## src/logic/pin_mux_pkg.sv

```systemverilog
// constants shared by the first-port alternate function override logic
// assumes a single system clock domain and an active-high chip reset
package pin_mux_pkg;

  // port geometry
  localparam int PORT_A_WIDTH   = 8;
  localparam int PORT_B_WIDTH   = 4;
  localparam int PINCHG_WIDTH   = 12;

  // pin positions on the first port
  localparam int BIT_AREF       = 0;
  localparam int BIT_CMP_NEG    = 2;
  localparam int BIT_T0_COUNT   = 3;
  localparam int BIT_SER_CLOCK  = 4;
  localparam int BIT_SER_DOUT   = 5;
  localparam int BIT_SER_DATA   = 6;
  localparam int BIT_CAPTURE    = 7;

  // pin position on the second port carrying the clock image
  localparam int BIT_PB_SYS_CLOCK_OUTPUT   = 2;

  // pin-change source numbers of the second port start here
  localparam int PINCHG_B_BASE  = 8;
  localparam int PINCHG_PB2_SRC = 10;

  // reset values of the port registers, the input synchronisers and the gated inputs
  localparam logic [7:0] PORT_OUT_RESET = 8'h00;
  localparam logic [7:0] PORT_DIR_RESET = 8'h00;
  localparam logic [3:0] PB_SYNC_RESET  = 4'h0;
  localparam logic [7:0] PA_SYNC_RESET  = 8'h00;
  localparam logic [11:0] DIN_RESET     = 12'h000;

  // serial wire mode encodings {hi, lo}
  localparam logic [1:0] WIRE_MODE_OFF   = 2'h0;
  localparam logic [1:0] WIRE_MODE_THREE = 2'h1;

endpackage

```

## src/logic/pin_ovr_cell.sv

```systemverilog
// one pad of a general-purpose port with its override hooks applied
// assumes the override signals are stable logic on ref_clk
`timescale 1ns/1ps

module pin_ovr_cell (
  input  wire logic ref_clk,
  input  wire logic rst,
  input  wire logic port_bit,
  input  wire logic dir_bit,
  input  wire logic pud,
  input  wire logic normal_din_en,
  input  wire logic pullup_ovr_en,
  input  wire logic pullup_ovr_val,
  input  wire logic dir_ovr_en,
  input  wire logic dir_ovr_val,
  input  wire logic value_ovr_en,
  input  wire logic value_ovr_val,
  input  wire logic din_ovr_en,
  input  wire logic din_ovr_val,
  output logic      pad_out,
  output logic      pad_oe,
  output logic      pullup_en,
  output logic      din_en
);

  logic oe_nxt;
  logic out_nxt;
  logic pu_nxt;
  logic din_nxt;

  // driver enable, then value; value is parked low while not driving
  assign oe_nxt  = dir_ovr_en ? dir_ovr_val : dir_bit;
  assign out_nxt = (value_ovr_en ? value_ovr_val : port_bit) & oe_nxt;
  // pull-up follows the effective direction so a forced input keeps it
  assign pu_nxt  = pullup_ovr_en ? pullup_ovr_val
                 : (~oe_nxt & port_bit & ~pud);
  assign din_nxt = din_ovr_en ? din_ovr_val : normal_din_en;

  // registered pad controls so the pad never sees decode glitches
  always_ff @(posedge ref_clk or posedge rst) begin
    if (rst) begin
      pad_out   <= 1'b0;
      pad_oe    <= 1'b0;
      pullup_en <= 1'b0;
      din_en    <= 1'b0;
    end else begin
      pad_out   <= out_nxt;
      pad_oe    <= oe_nxt;
      pullup_en <= pu_nxt;
      din_en    <= din_nxt;
    end
  end

endmodule

```

## src/logic/port_alt_function_override.sv

```systemverilog
// alternate function override logic for the eight first-port pins,
// plus the pin-change and clock-out routing of the second port
// assumes peripherals, pads and port registers share ref_clk; pad
// inputs arrive asynchronously and are synchronised here
`timescale 1ns/1ps

// Operation
// - value override replaces output bit when driving
// - direction override sets driver enable
// - input override sets digital input enable
// - toggle override inverts output bit; bit4 serial
// - three-wire mode drives serial output on bit5 when output
// - bit5 pull-up follows output bit when input
// - bit5 value: serial output else compare B
// - spi master forces bit5 to input
// - forced spi inputs keep pull-up from output bit
// - spi slave forces bit6 to input
// - compare B on bit5 needs direction bit
// - compare A on bit6 needs direction; two-wire suppresses
// - bit7 drives timer0 compare B when output
// - two-wire open-drain data enable on bit6
// - pin-change or analog disable overrides input enable
// - start detect keeps bit4 and bit6 inputs on
// - analog reference disables bit0 pad outside reset
// - bit3 counts timer0, bit4 counts timer1
// - bit7 feeds timer1 capture
// - pin-change sources 0-7 port A, 8-11 port B
// - second-port bit2 interrupt, compare A, clock, pin-change
module port_alt_function_override (
  input  wire logic        ref_clk,
  input  wire logic        rst,
  input  wire logic        pud,
  input  wire logic        normal_din_en,
  input  wire logic        port_wr_en,
  input  wire logic [7:0]  port_wr_data,
  input  wire logic        dir_wr_en,
  input  wire logic [7:0]  dir_wr_data,
  input  wire logic        serial_wire_mode_hi,
  input  wire logic        serial_wire_mode_lo,
  input  wire logic        start_detect_irq_en,
  input  wire logic        serial_clock_hold,
  input  wire logic        serial_clock_toggle,
  input  wire logic        serial_data_out,
  input  wire logic        serial_sda_out,
  input  wire logic        spi_en,
  input  wire logic        spi_master,
  input  wire logic        timer1_compare_a_out,
  input  wire logic        timer1_compare_a_en,
  input  wire logic        timer1_compare_b_out,
  input  wire logic        timer1_compare_b_en,
  input  wire logic        timer0_compare_b_out,
  input  wire logic        timer0_compare_b_en,
  input  wire logic        timer0_compare_a_out,
  input  wire logic        timer0_compare_a_en,
  input  wire logic        ref_select_hi,
  input  wire logic        ref_select_lo,
  input  wire logic [7:0]  analog_din_disable,
  input  wire logic        pinchg_group_a_en,
  input  wire logic        pinchg_group_b_en,
  input  wire logic [11:0] pinchg_mask_bit,
  input  wire logic        ext_irq_zero_en,
  input  wire logic        sys_clock_output_en,
  input  wire logic        pb2_port_bit,
  input  wire logic        pb2_dir_bit,
  input  wire logic [7:0]  pa_pin_in,
  input  wire logic [3:0]  pb_pin_in,
  output logic [7:0]       pa_pad_out,
  output logic [7:0]       pa_pad_oe,
  output logic [7:0]       pa_pullup_en,
  output logic [7:0]       pa_din_en,
  output logic             pb2_pad_out,
  output logic             pb2_pad_oe,
  output logic             pb2_pullup_en,
  output logic [7:0]       port_out_val,
  output logic [7:0]       dir_val,
  output logic             timer0_ext_count_in,
  output logic             timer1_ext_count_in,
  output logic             timer1_capture_in,
  output logic             serial_data_in,
  output logic             serial_wire_clock,
  output logic             ext_irq_zero_in,
  output logic [11:0]      pinchg_src
);

  logic [7:0]  port_out_r;
  logic [7:0]  port_out_nxt;
  logic [7:0]  dir_r;
  logic [7:0]  dir_nxt;
  logic        in_reset_r;
  logic        clk_phase_r;
  logic [7:0]  pa_meta_r;
  logic [7:0]  pa_sync_r;
  logic [3:0]  pb_meta_r;
  logic [3:0]  pb_sync_r;
  logic [11:0] din_r;
  logic [11:0] din_nxt;
  logic [3:0]  pb_din_en;
  logic        pb2_din_en;

  logic        three_wire;
  logic        two_wire;
  logic        spi_master_on;
  logic        spi_slave_on;
  logic        aref_on;
  logic        sda_drive;
  logic        scl_drive;
  logic        timer1_compare_a_out_free;
  logic        bit5_val;
  logic [7:0]  toggle_ovr_en;
  logic [7:0]  pullup_ovr_en;
  logic [7:0]  pullup_ovr_val;
  logic [7:0]  dir_ovr_en;
  logic [7:0]  dir_ovr_val;
  logic [7:0]  value_ovr_en;
  logic [7:0]  value_ovr_val;
  logic [7:0]  din_ovr_en;
  logic [7:0]  din_ovr_val;
  logic [7:0]  pc_hit;
  logic [7:0]  start_hold;
  logic [3:0]  pb_pc_hit;

  // wire mode decode; the lo-and-hi code also counts as two-wire
  assign three_wire = ({serial_wire_mode_hi, serial_wire_mode_lo}
                       == pin_mux_pkg::WIRE_MODE_THREE);
  assign two_wire   = serial_wire_mode_hi;
  assign spi_master_on = spi_en & spi_master;
  assign spi_slave_on  = spi_en & ~spi_master;

  // reference select bars lost: only ref_select_lo picks the pin,
  // whichever way ref_select_hi stands
  assign aref_on = ~in_reset_r & ref_select_lo;

  // open-drain style: drive low while the serial side or the port
  // bit pulls low, never drive high
  assign sda_drive = (~serial_sda_out | ~port_out_r[6]) & dir_r[6];
  assign scl_drive = (serial_clock_hold | ~port_out_r[4])
                     & dir_r[4];
  assign timer1_compare_a_out_free = ~(two_wire & dir_r[6]);
  assign bit5_val  = three_wire ? serial_data_out
                   : timer1_compare_b_out;

  // on the first port, pull-up overrides only exist on the reference pin
  assign pullup_ovr_en  = {7'h00, aref_on};
  assign pullup_ovr_val = 8'h00;

  // spi slave forcing wins over two-wire on the shared data pin, bit6
  assign dir_ovr_en = {1'b0, spi_slave_on | two_wire, spi_master_on,
                       two_wire, 3'h0, aref_on};
  assign dir_ovr_val = {1'b0, ~spi_slave_on & sda_drive, 1'b0,
                        scl_drive, 4'h0};

  // compare outputs reach the pad only through the register direction
  assign value_ovr_en = {timer0_compare_b_en,
                         (two_wire & dir_r[6]) | timer1_compare_a_en,
                         three_wire | timer1_compare_b_en,
                         two_wire & dir_r[4], 3'h0,
                         aref_on};
  assign value_ovr_val = {timer0_compare_b_out,
                          timer1_compare_a_out_free & timer1_compare_a_out,
                          bit5_val, 5'h00};

  // digital input enable overrides
  assign pc_hit     = pinchg_mask_bit[7:0] & {8{pinchg_group_a_en}};
  assign start_hold = {1'b0, start_detect_irq_en, 1'b0,
                       start_detect_irq_en, 4'h0};
  assign din_ovr_en  = pc_hit | analog_din_disable | start_hold;
  assign din_ovr_val = pc_hit | start_hold;

  // only the serial clock pin has a toggle source
  assign toggle_ovr_en = {3'h0, serial_clock_toggle, 4'h0};

  // a write lands first, the toggle then flips the freshly written bit
  assign port_out_nxt = (port_wr_en ? port_wr_data : port_out_r)
                        ^ toggle_ovr_en;
  assign dir_nxt = dir_wr_en ? dir_wr_data : dir_r;

  // port output and direction registers
  always_ff @(posedge ref_clk or posedge rst) begin
    if (rst) begin
      port_out_r <= pin_mux_pkg::PORT_OUT_RESET;
      dir_r      <= pin_mux_pkg::PORT_DIR_RESET;
    end else begin
      port_out_r <= port_out_nxt;
      dir_r      <= dir_nxt;
    end
  end

  // reset flag for the reference pin; the clock image is a half-rate
  // square wave since the real clock may not pass through logic
  always_ff @(posedge ref_clk or posedge rst) begin
    if (rst) begin
      in_reset_r  <= 1'b1;
      clk_phase_r <= 1'b0;
    end else begin
      in_reset_r  <= 1'b0;
      clk_phase_r <= ~clk_phase_r;
    end
  end

  // pad inputs are asynchronous: two flops before anything reads them
  always_ff @(posedge ref_clk or posedge rst) begin
    if (rst) begin
      pa_meta_r <= pin_mux_pkg::PA_SYNC_RESET;
      pa_sync_r <= pin_mux_pkg::PA_SYNC_RESET;
      pb_meta_r <= pin_mux_pkg::PB_SYNC_RESET;
      pb_sync_r <= pin_mux_pkg::PB_SYNC_RESET;
    end else begin
      pa_meta_r <= pa_pin_in;
      pa_sync_r <= pa_meta_r;
      pb_meta_r <= pb_pin_in;
      pb_sync_r <= pb_meta_r;
    end
  end

  // one override cell per first-port pin
  genvar gi;
  generate
    for (gi = 0; gi < pin_mux_pkg::PORT_A_WIDTH; gi++) begin : g_pa
      pin_ovr_cell u_cell (
        .ref_clk        (ref_clk),
        .rst            (rst),
        .port_bit       (port_out_r[gi]),
        .dir_bit        (dir_r[gi]),
        .pud            (pud),
        .normal_din_en  (normal_din_en),
        .pullup_ovr_en  (pullup_ovr_en[gi]),
        .pullup_ovr_val (pullup_ovr_val[gi]),
        .dir_ovr_en     (dir_ovr_en[gi]),
        .dir_ovr_val    (dir_ovr_val[gi]),
        .value_ovr_en   (value_ovr_en[gi]),
        .value_ovr_val  (value_ovr_val[gi]),
        .din_ovr_en     (din_ovr_en[gi]),
        .din_ovr_val    (din_ovr_val[gi]),
        .pad_out        (pa_pad_out[gi]),
        .pad_oe         (pa_pad_oe[gi]),
        .pullup_en      (pa_pullup_en[gi]),
        .din_en         (pa_din_en[gi])
      );
    end
  endgenerate

  // second-port bit 2: clock image beats compare A when enabled
  pin_ovr_cell u_pb2 (
    .ref_clk        (ref_clk),
    .rst            (rst),
    .port_bit       (pb2_port_bit),
    .dir_bit        (pb2_dir_bit),
    .pud            (pud),
    .normal_din_en  (normal_din_en),
    .pullup_ovr_en  (sys_clock_output_en),
    .pullup_ovr_val (1'b0),
    .dir_ovr_en     (sys_clock_output_en),
    .dir_ovr_val    (1'b1),
    .value_ovr_en   (sys_clock_output_en | timer0_compare_a_en),
    .value_ovr_val  (sys_clock_output_en ? clk_phase_r
                     : timer0_compare_a_out),
    .din_ovr_en     (pb_pc_hit[2] | ext_irq_zero_en),
    .din_ovr_val    (pb_pc_hit[2] | ext_irq_zero_en),
    .pad_out        (pb2_pad_out),
    .pad_oe         (pb2_pad_oe),
    .pullup_en      (pb2_pullup_en),
    .din_en         (pb2_din_en)
  );

  // second-port input enables for the pins without drive overrides
  assign pb_pc_hit = pinchg_mask_bit[11:8] & {4{pinchg_group_b_en}};
  assign pb_din_en = {pb_pc_hit[3] | normal_din_en, pb2_din_en,
                      pb_pc_hit[1:0] | {2{normal_din_en}}};

  // gated digital inputs, one flop so consumers see clean levels
  assign din_nxt = {pb_sync_r & pb_din_en,
                    pa_sync_r & pa_din_en};
  always_ff @(posedge ref_clk or posedge rst) begin
    if (rst) begin
      din_r <= pin_mux_pkg::DIN_RESET;
    end else begin
      din_r <= din_nxt;
    end
  end

  // routing of digital inputs to peripherals
  assign timer0_ext_count_in = din_r[pin_mux_pkg::BIT_T0_COUNT];
  assign timer1_ext_count_in = din_r[pin_mux_pkg::BIT_SER_CLOCK];
  assign serial_wire_clock   = din_r[pin_mux_pkg::BIT_SER_CLOCK];
  assign serial_data_in      = din_r[pin_mux_pkg::BIT_SER_DATA];
  assign timer1_capture_in   = din_r[pin_mux_pkg::BIT_CAPTURE];
  assign ext_irq_zero_in     = din_r[pin_mux_pkg::PINCHG_PB2_SRC];
  assign pinchg_src          = din_r;
  assign port_out_val        = port_out_r;
  assign dir_val             = dir_r;
endmodule

```

## config.mk

```make
export PLATFORM = sky130hd
export DESIGN_NAME = port_alt_function_override
export DESIGN_NICKNAME = d
export VERILOG_FILES = /design/src/logic/pin_mux_pkg.sv /design/src/logic/pin_ovr_cell.sv /design/src/logic/port_alt_function_override.sv
export SDC_FILE = /design/constraint.sdc
export NUM_CORES = 1
export LEC_CHECK = 0
export ABC_AREA = 1
export BUFFER_PORTS_ARGS = -buffer_cell sky130_fd_sc_hd__buf_2
export CAP_MARGIN = 20
export CELL_PAD_IN_SITES_DETAIL_PLACEMENT = 0
export CELL_PAD_IN_SITES_GLOBAL_PLACEMENT = 1
export CORE_MARGIN = 1
export CORE_UTILIZATION = 37
export DETAILED_ROUTE_END_ITERATION = 10
export GPL_TIMING_DRIVEN = 0
export PLACE_DENSITY_LB_ADDON = 0.25
export SLEW_MARGIN = 10
export SYNTH_ARGS = -nofsm -noshare
export SYNTH_HDL_FRONTEND = slang
export SYNTH_HIERARCHICAL = 1
export SYNTH_SLANG_ARGS = --single-unit
export TNS_END_PERCENT = 1
```

## constraint.sdc

```tcl
create_clock -name ref_clk -period 3.02 [get_ports ref_clk]
set_input_delay 0.151 -clock ref_clk [delete_from_list [all_inputs] [get_ports ref_clk]]
set_output_delay 0.151 -clock ref_clk [all_outputs]
set_load 0.02 [all_outputs]
```

==> results by group <==
STA
  – Max frequency: 853 MHz
  – Final Skew: 0.00792 ns
  – Final Hold Vio Count: 0
  – Setup Viol. Count Final: 0
  – Count of final max-slew check failures: 0
  – Final setup TNS: 0 ns
  – Unrepaired setup endpoints after global routing: no
  – Fin crit share: 0.388
  – Min Clock Period, post-route: 1.17 ns

Worst setup path
  – Worst r2r dst: g_pa[0].u_cell/pad_out
  – R2r setup slk: 1.89 ns
  – Maximum fanout along the worst path: 3
  – CP Capture Type: output pin
  – Worst EP arrival: 1.02 ns
  – Reg2reg start: in_reset_r
  – Setup CP Type: reg2out
  – Startpoint Class: flip-flop
  – Worst path required time: 2.87 ns
  – Worst r2r path cells: 4

Logic synthesis
  – Synthesis Warnings: 6
  – #FFs+latches synth: 90
  – Seq/Total Area, Yosys: 0.597
  – Cells after Synth: 443
  – Synth Cell Area: 3770 um^2
  – Syn avg cell area: 8.52 um^2
  – Synth cell types: 19

Clocking
  – Root Driver: clkbuf_8
  – Cts repair resizes: 0
  – CTS tree: done
  – H-Tree Depth: 3
  – Worst skew pair latency: 0.35 ns
  – Maximum buffer depth of the clock tree: 2
  – CTS buffer count: 9
  – Clock Pin Slew Worst Setup and Hold Paths: 0.09 ns
  – Num Clock Sinks: 90

Global routing
  – Gr usage total: 0.170
  – First-pass GRT wire length: 13200 um
  – Initial antenna violation count: 0
  – Met3 GRT Util: 0.0508
  – Vias in the first global route: 2893
  – Largest net degree at the start of global routing: 37
  – Met1 Use GR: 0.220
  – GRT met2 Usage: 0.275
  – Top Usage Layer GRT: met2
  – Grt ovf: 0

Outcome
  – Status: finished clean

Layout
  – NumNets Final: 767
  – Most frequent cells in the layout: 152 x nand2_1, 144 x buf_2, 107 x inv_1, 89 x dfrtp_1, 65 x conb_1
  – Share of layout cells above drive strength 1: 0.280
  – Area delta synth->final: 43.2%
  – Most common cell after layout, fill and taps aside: nand2_1
  – # diodes: 0
  – Post-Layout Cell Count: 826

Routing
  – # DRC: 0
  – Drt wl/cell: 10.1 um
  – Vias: 3185
  – WL final: 8370 um
  – Routed Antenna Nets: 0
  – Drt first pass iters: 4
  – DRT iter0 DRCs: 58
  – Via-to-Cell Ratio: 3.86

Placement
  – Port Buffers: 144
  – Placed instance count: 784
  – Hpwl dp: 6320 um
  – GP Congestion: 0.718

Floorplan
  – Ports: 148
  – Row cnt: 36
  – Die Footprint: 10600 um^2
  – Die span in y: 103 um
  – Starting Density: 0.384
  – Core Area: 9820 um^2
  – Chip width: 103 um

Pwr
  – Power Dens Cells: 501 nW/um^2
  – Static leakage: 3.30 nW
  – Worst VDD drop: 0.250 mV

Worst hold path
  – Min-Delay Path Depth: 3
  – Hold path endpoint: dir_val[7]
  – Hold/Removal Path Class: in2reg
  – Hold path startpoint: dir_wr_data[7]

Flow run
  – Max cap viols: 0
[area by class of cell]
class / count / area, um^2
clock buffers: 9 / 124
clock inverters: 7 / 100
flip-flops and latches: 90 / 2250
multi-input cells: 298 / 1270
plain buffers: 9 / 71.3
inverters: 109 / 409
fillers: 962 / 4420
repair buffers: 171 / 1000
well taps: 133 / 166
[power by group]
group / internal (mW) / total, mW / leakage [nW] / switching, mW
registers: 1.29 / 1.33 / 1.10 / 0.0400
logic: 0.181 / 0.470 / 2.08 / 0.288
clock network: 0.473 / 0.904 / 0.114 / 0.430
total: 1.94 / 2.70 / 3.30 / 0.759
[flip-flops by register name (all words and copies together), names as in the netlist, 8 cells and up]
| register | count |
|---|---|
| dir_val | 8 |
| g_pa.u_cell/din_en | 8 |
| g_pa.u_cell/pad_oe | 8 |
| g_pa.u_cell/pad_out | 8 |
| g_pa.u_cell/pullup_en | 8 |
| pa_meta_r | 8 |
| pa_sync_r | 8 |
| pinchg_src | 12 |
| port_out_val | 8 |
[logic make-up after synthesis]
logic type	after synthesis	synth area share
flip-flops	90	0.597
other	2	0.00199
AO/OA/AOI/OAI	43	0.0700
buffers and inverters	118	0.127
AND/OR/NAND/NOR	190	0.203
[routing by layer]
metal / wire length [um] / share of wire
met4: 82 / 0.0098
met5: 0 / 0
met2: 3920 / 0.47
met1: 3810 / 0.46
met3: 553 / 0.066
[synthesized netlist by cell type]
cell type,count,area (um^2)
a21boi_0,4,30.0
a21o_1,1,7.51
a21oi_1,1,5.00
buf_4,8,60.1
buf_6,1,11.3
conb_1,2,7.51
dfrtp_1,89,2230
dfstp_2,1,26.3
inv_1,108,405
inv_2,1,3.75
nand2_1,152,571
nand2_2,11,68.8
nand3_1,3,15.0
nor2_1,15,56.3
o21ai_0,27,135
o21ai_2,9,78.8
o21bai_1,1,7.51
or2_1,8,50.1
or2_2,1,6.26
[worst max path at each step]
stage / slack [ns] / end / from
2_1_floorplan: 1.56 / clk_phase_r / rst
3_3_place_gp: 0.56 / pb_meta_r[2] / rst
3_5_place_dp: 1.88 / g_pa[0].u_cell/pad_out / in_reset_r
4_1_cts: 1.82 / timer1_ext_count_in / pinchg_src[4]
5_1_grt: 1.77 / in_reset_r / rst
6_report: 1.85 / timer1_ext_count_in / pinchg_src[4]
[metrics by stage]
stage	instance area [um^2]	hold slack (ns)	power [mW]	util	worst slack, ns
finish	5400	0.0313	2.70	0.550	1.85
global route	5400	0.0177	2.86	0.550	1.77
CTS	5400	0.0141	2.75	0.550	1.82
detailed placement	4920	0.185	1.81	0.501	1.88
global placement	4900	0.178	1.79	0.499	0.563
floorplan	4010	-0.0829	1.62	-	1.56
[what timing repair did]
action,in CTS,in global routing
endpoints found under the hold margin,79,0
hold buffers,26,0
setup buffers,0,0
[critical path: stages (launching register included)]
cell,delay (ns)
dfrtp_1,0.40
buf_4,0.13
buf_2,0.15
(Power assumes the default switching activity.)
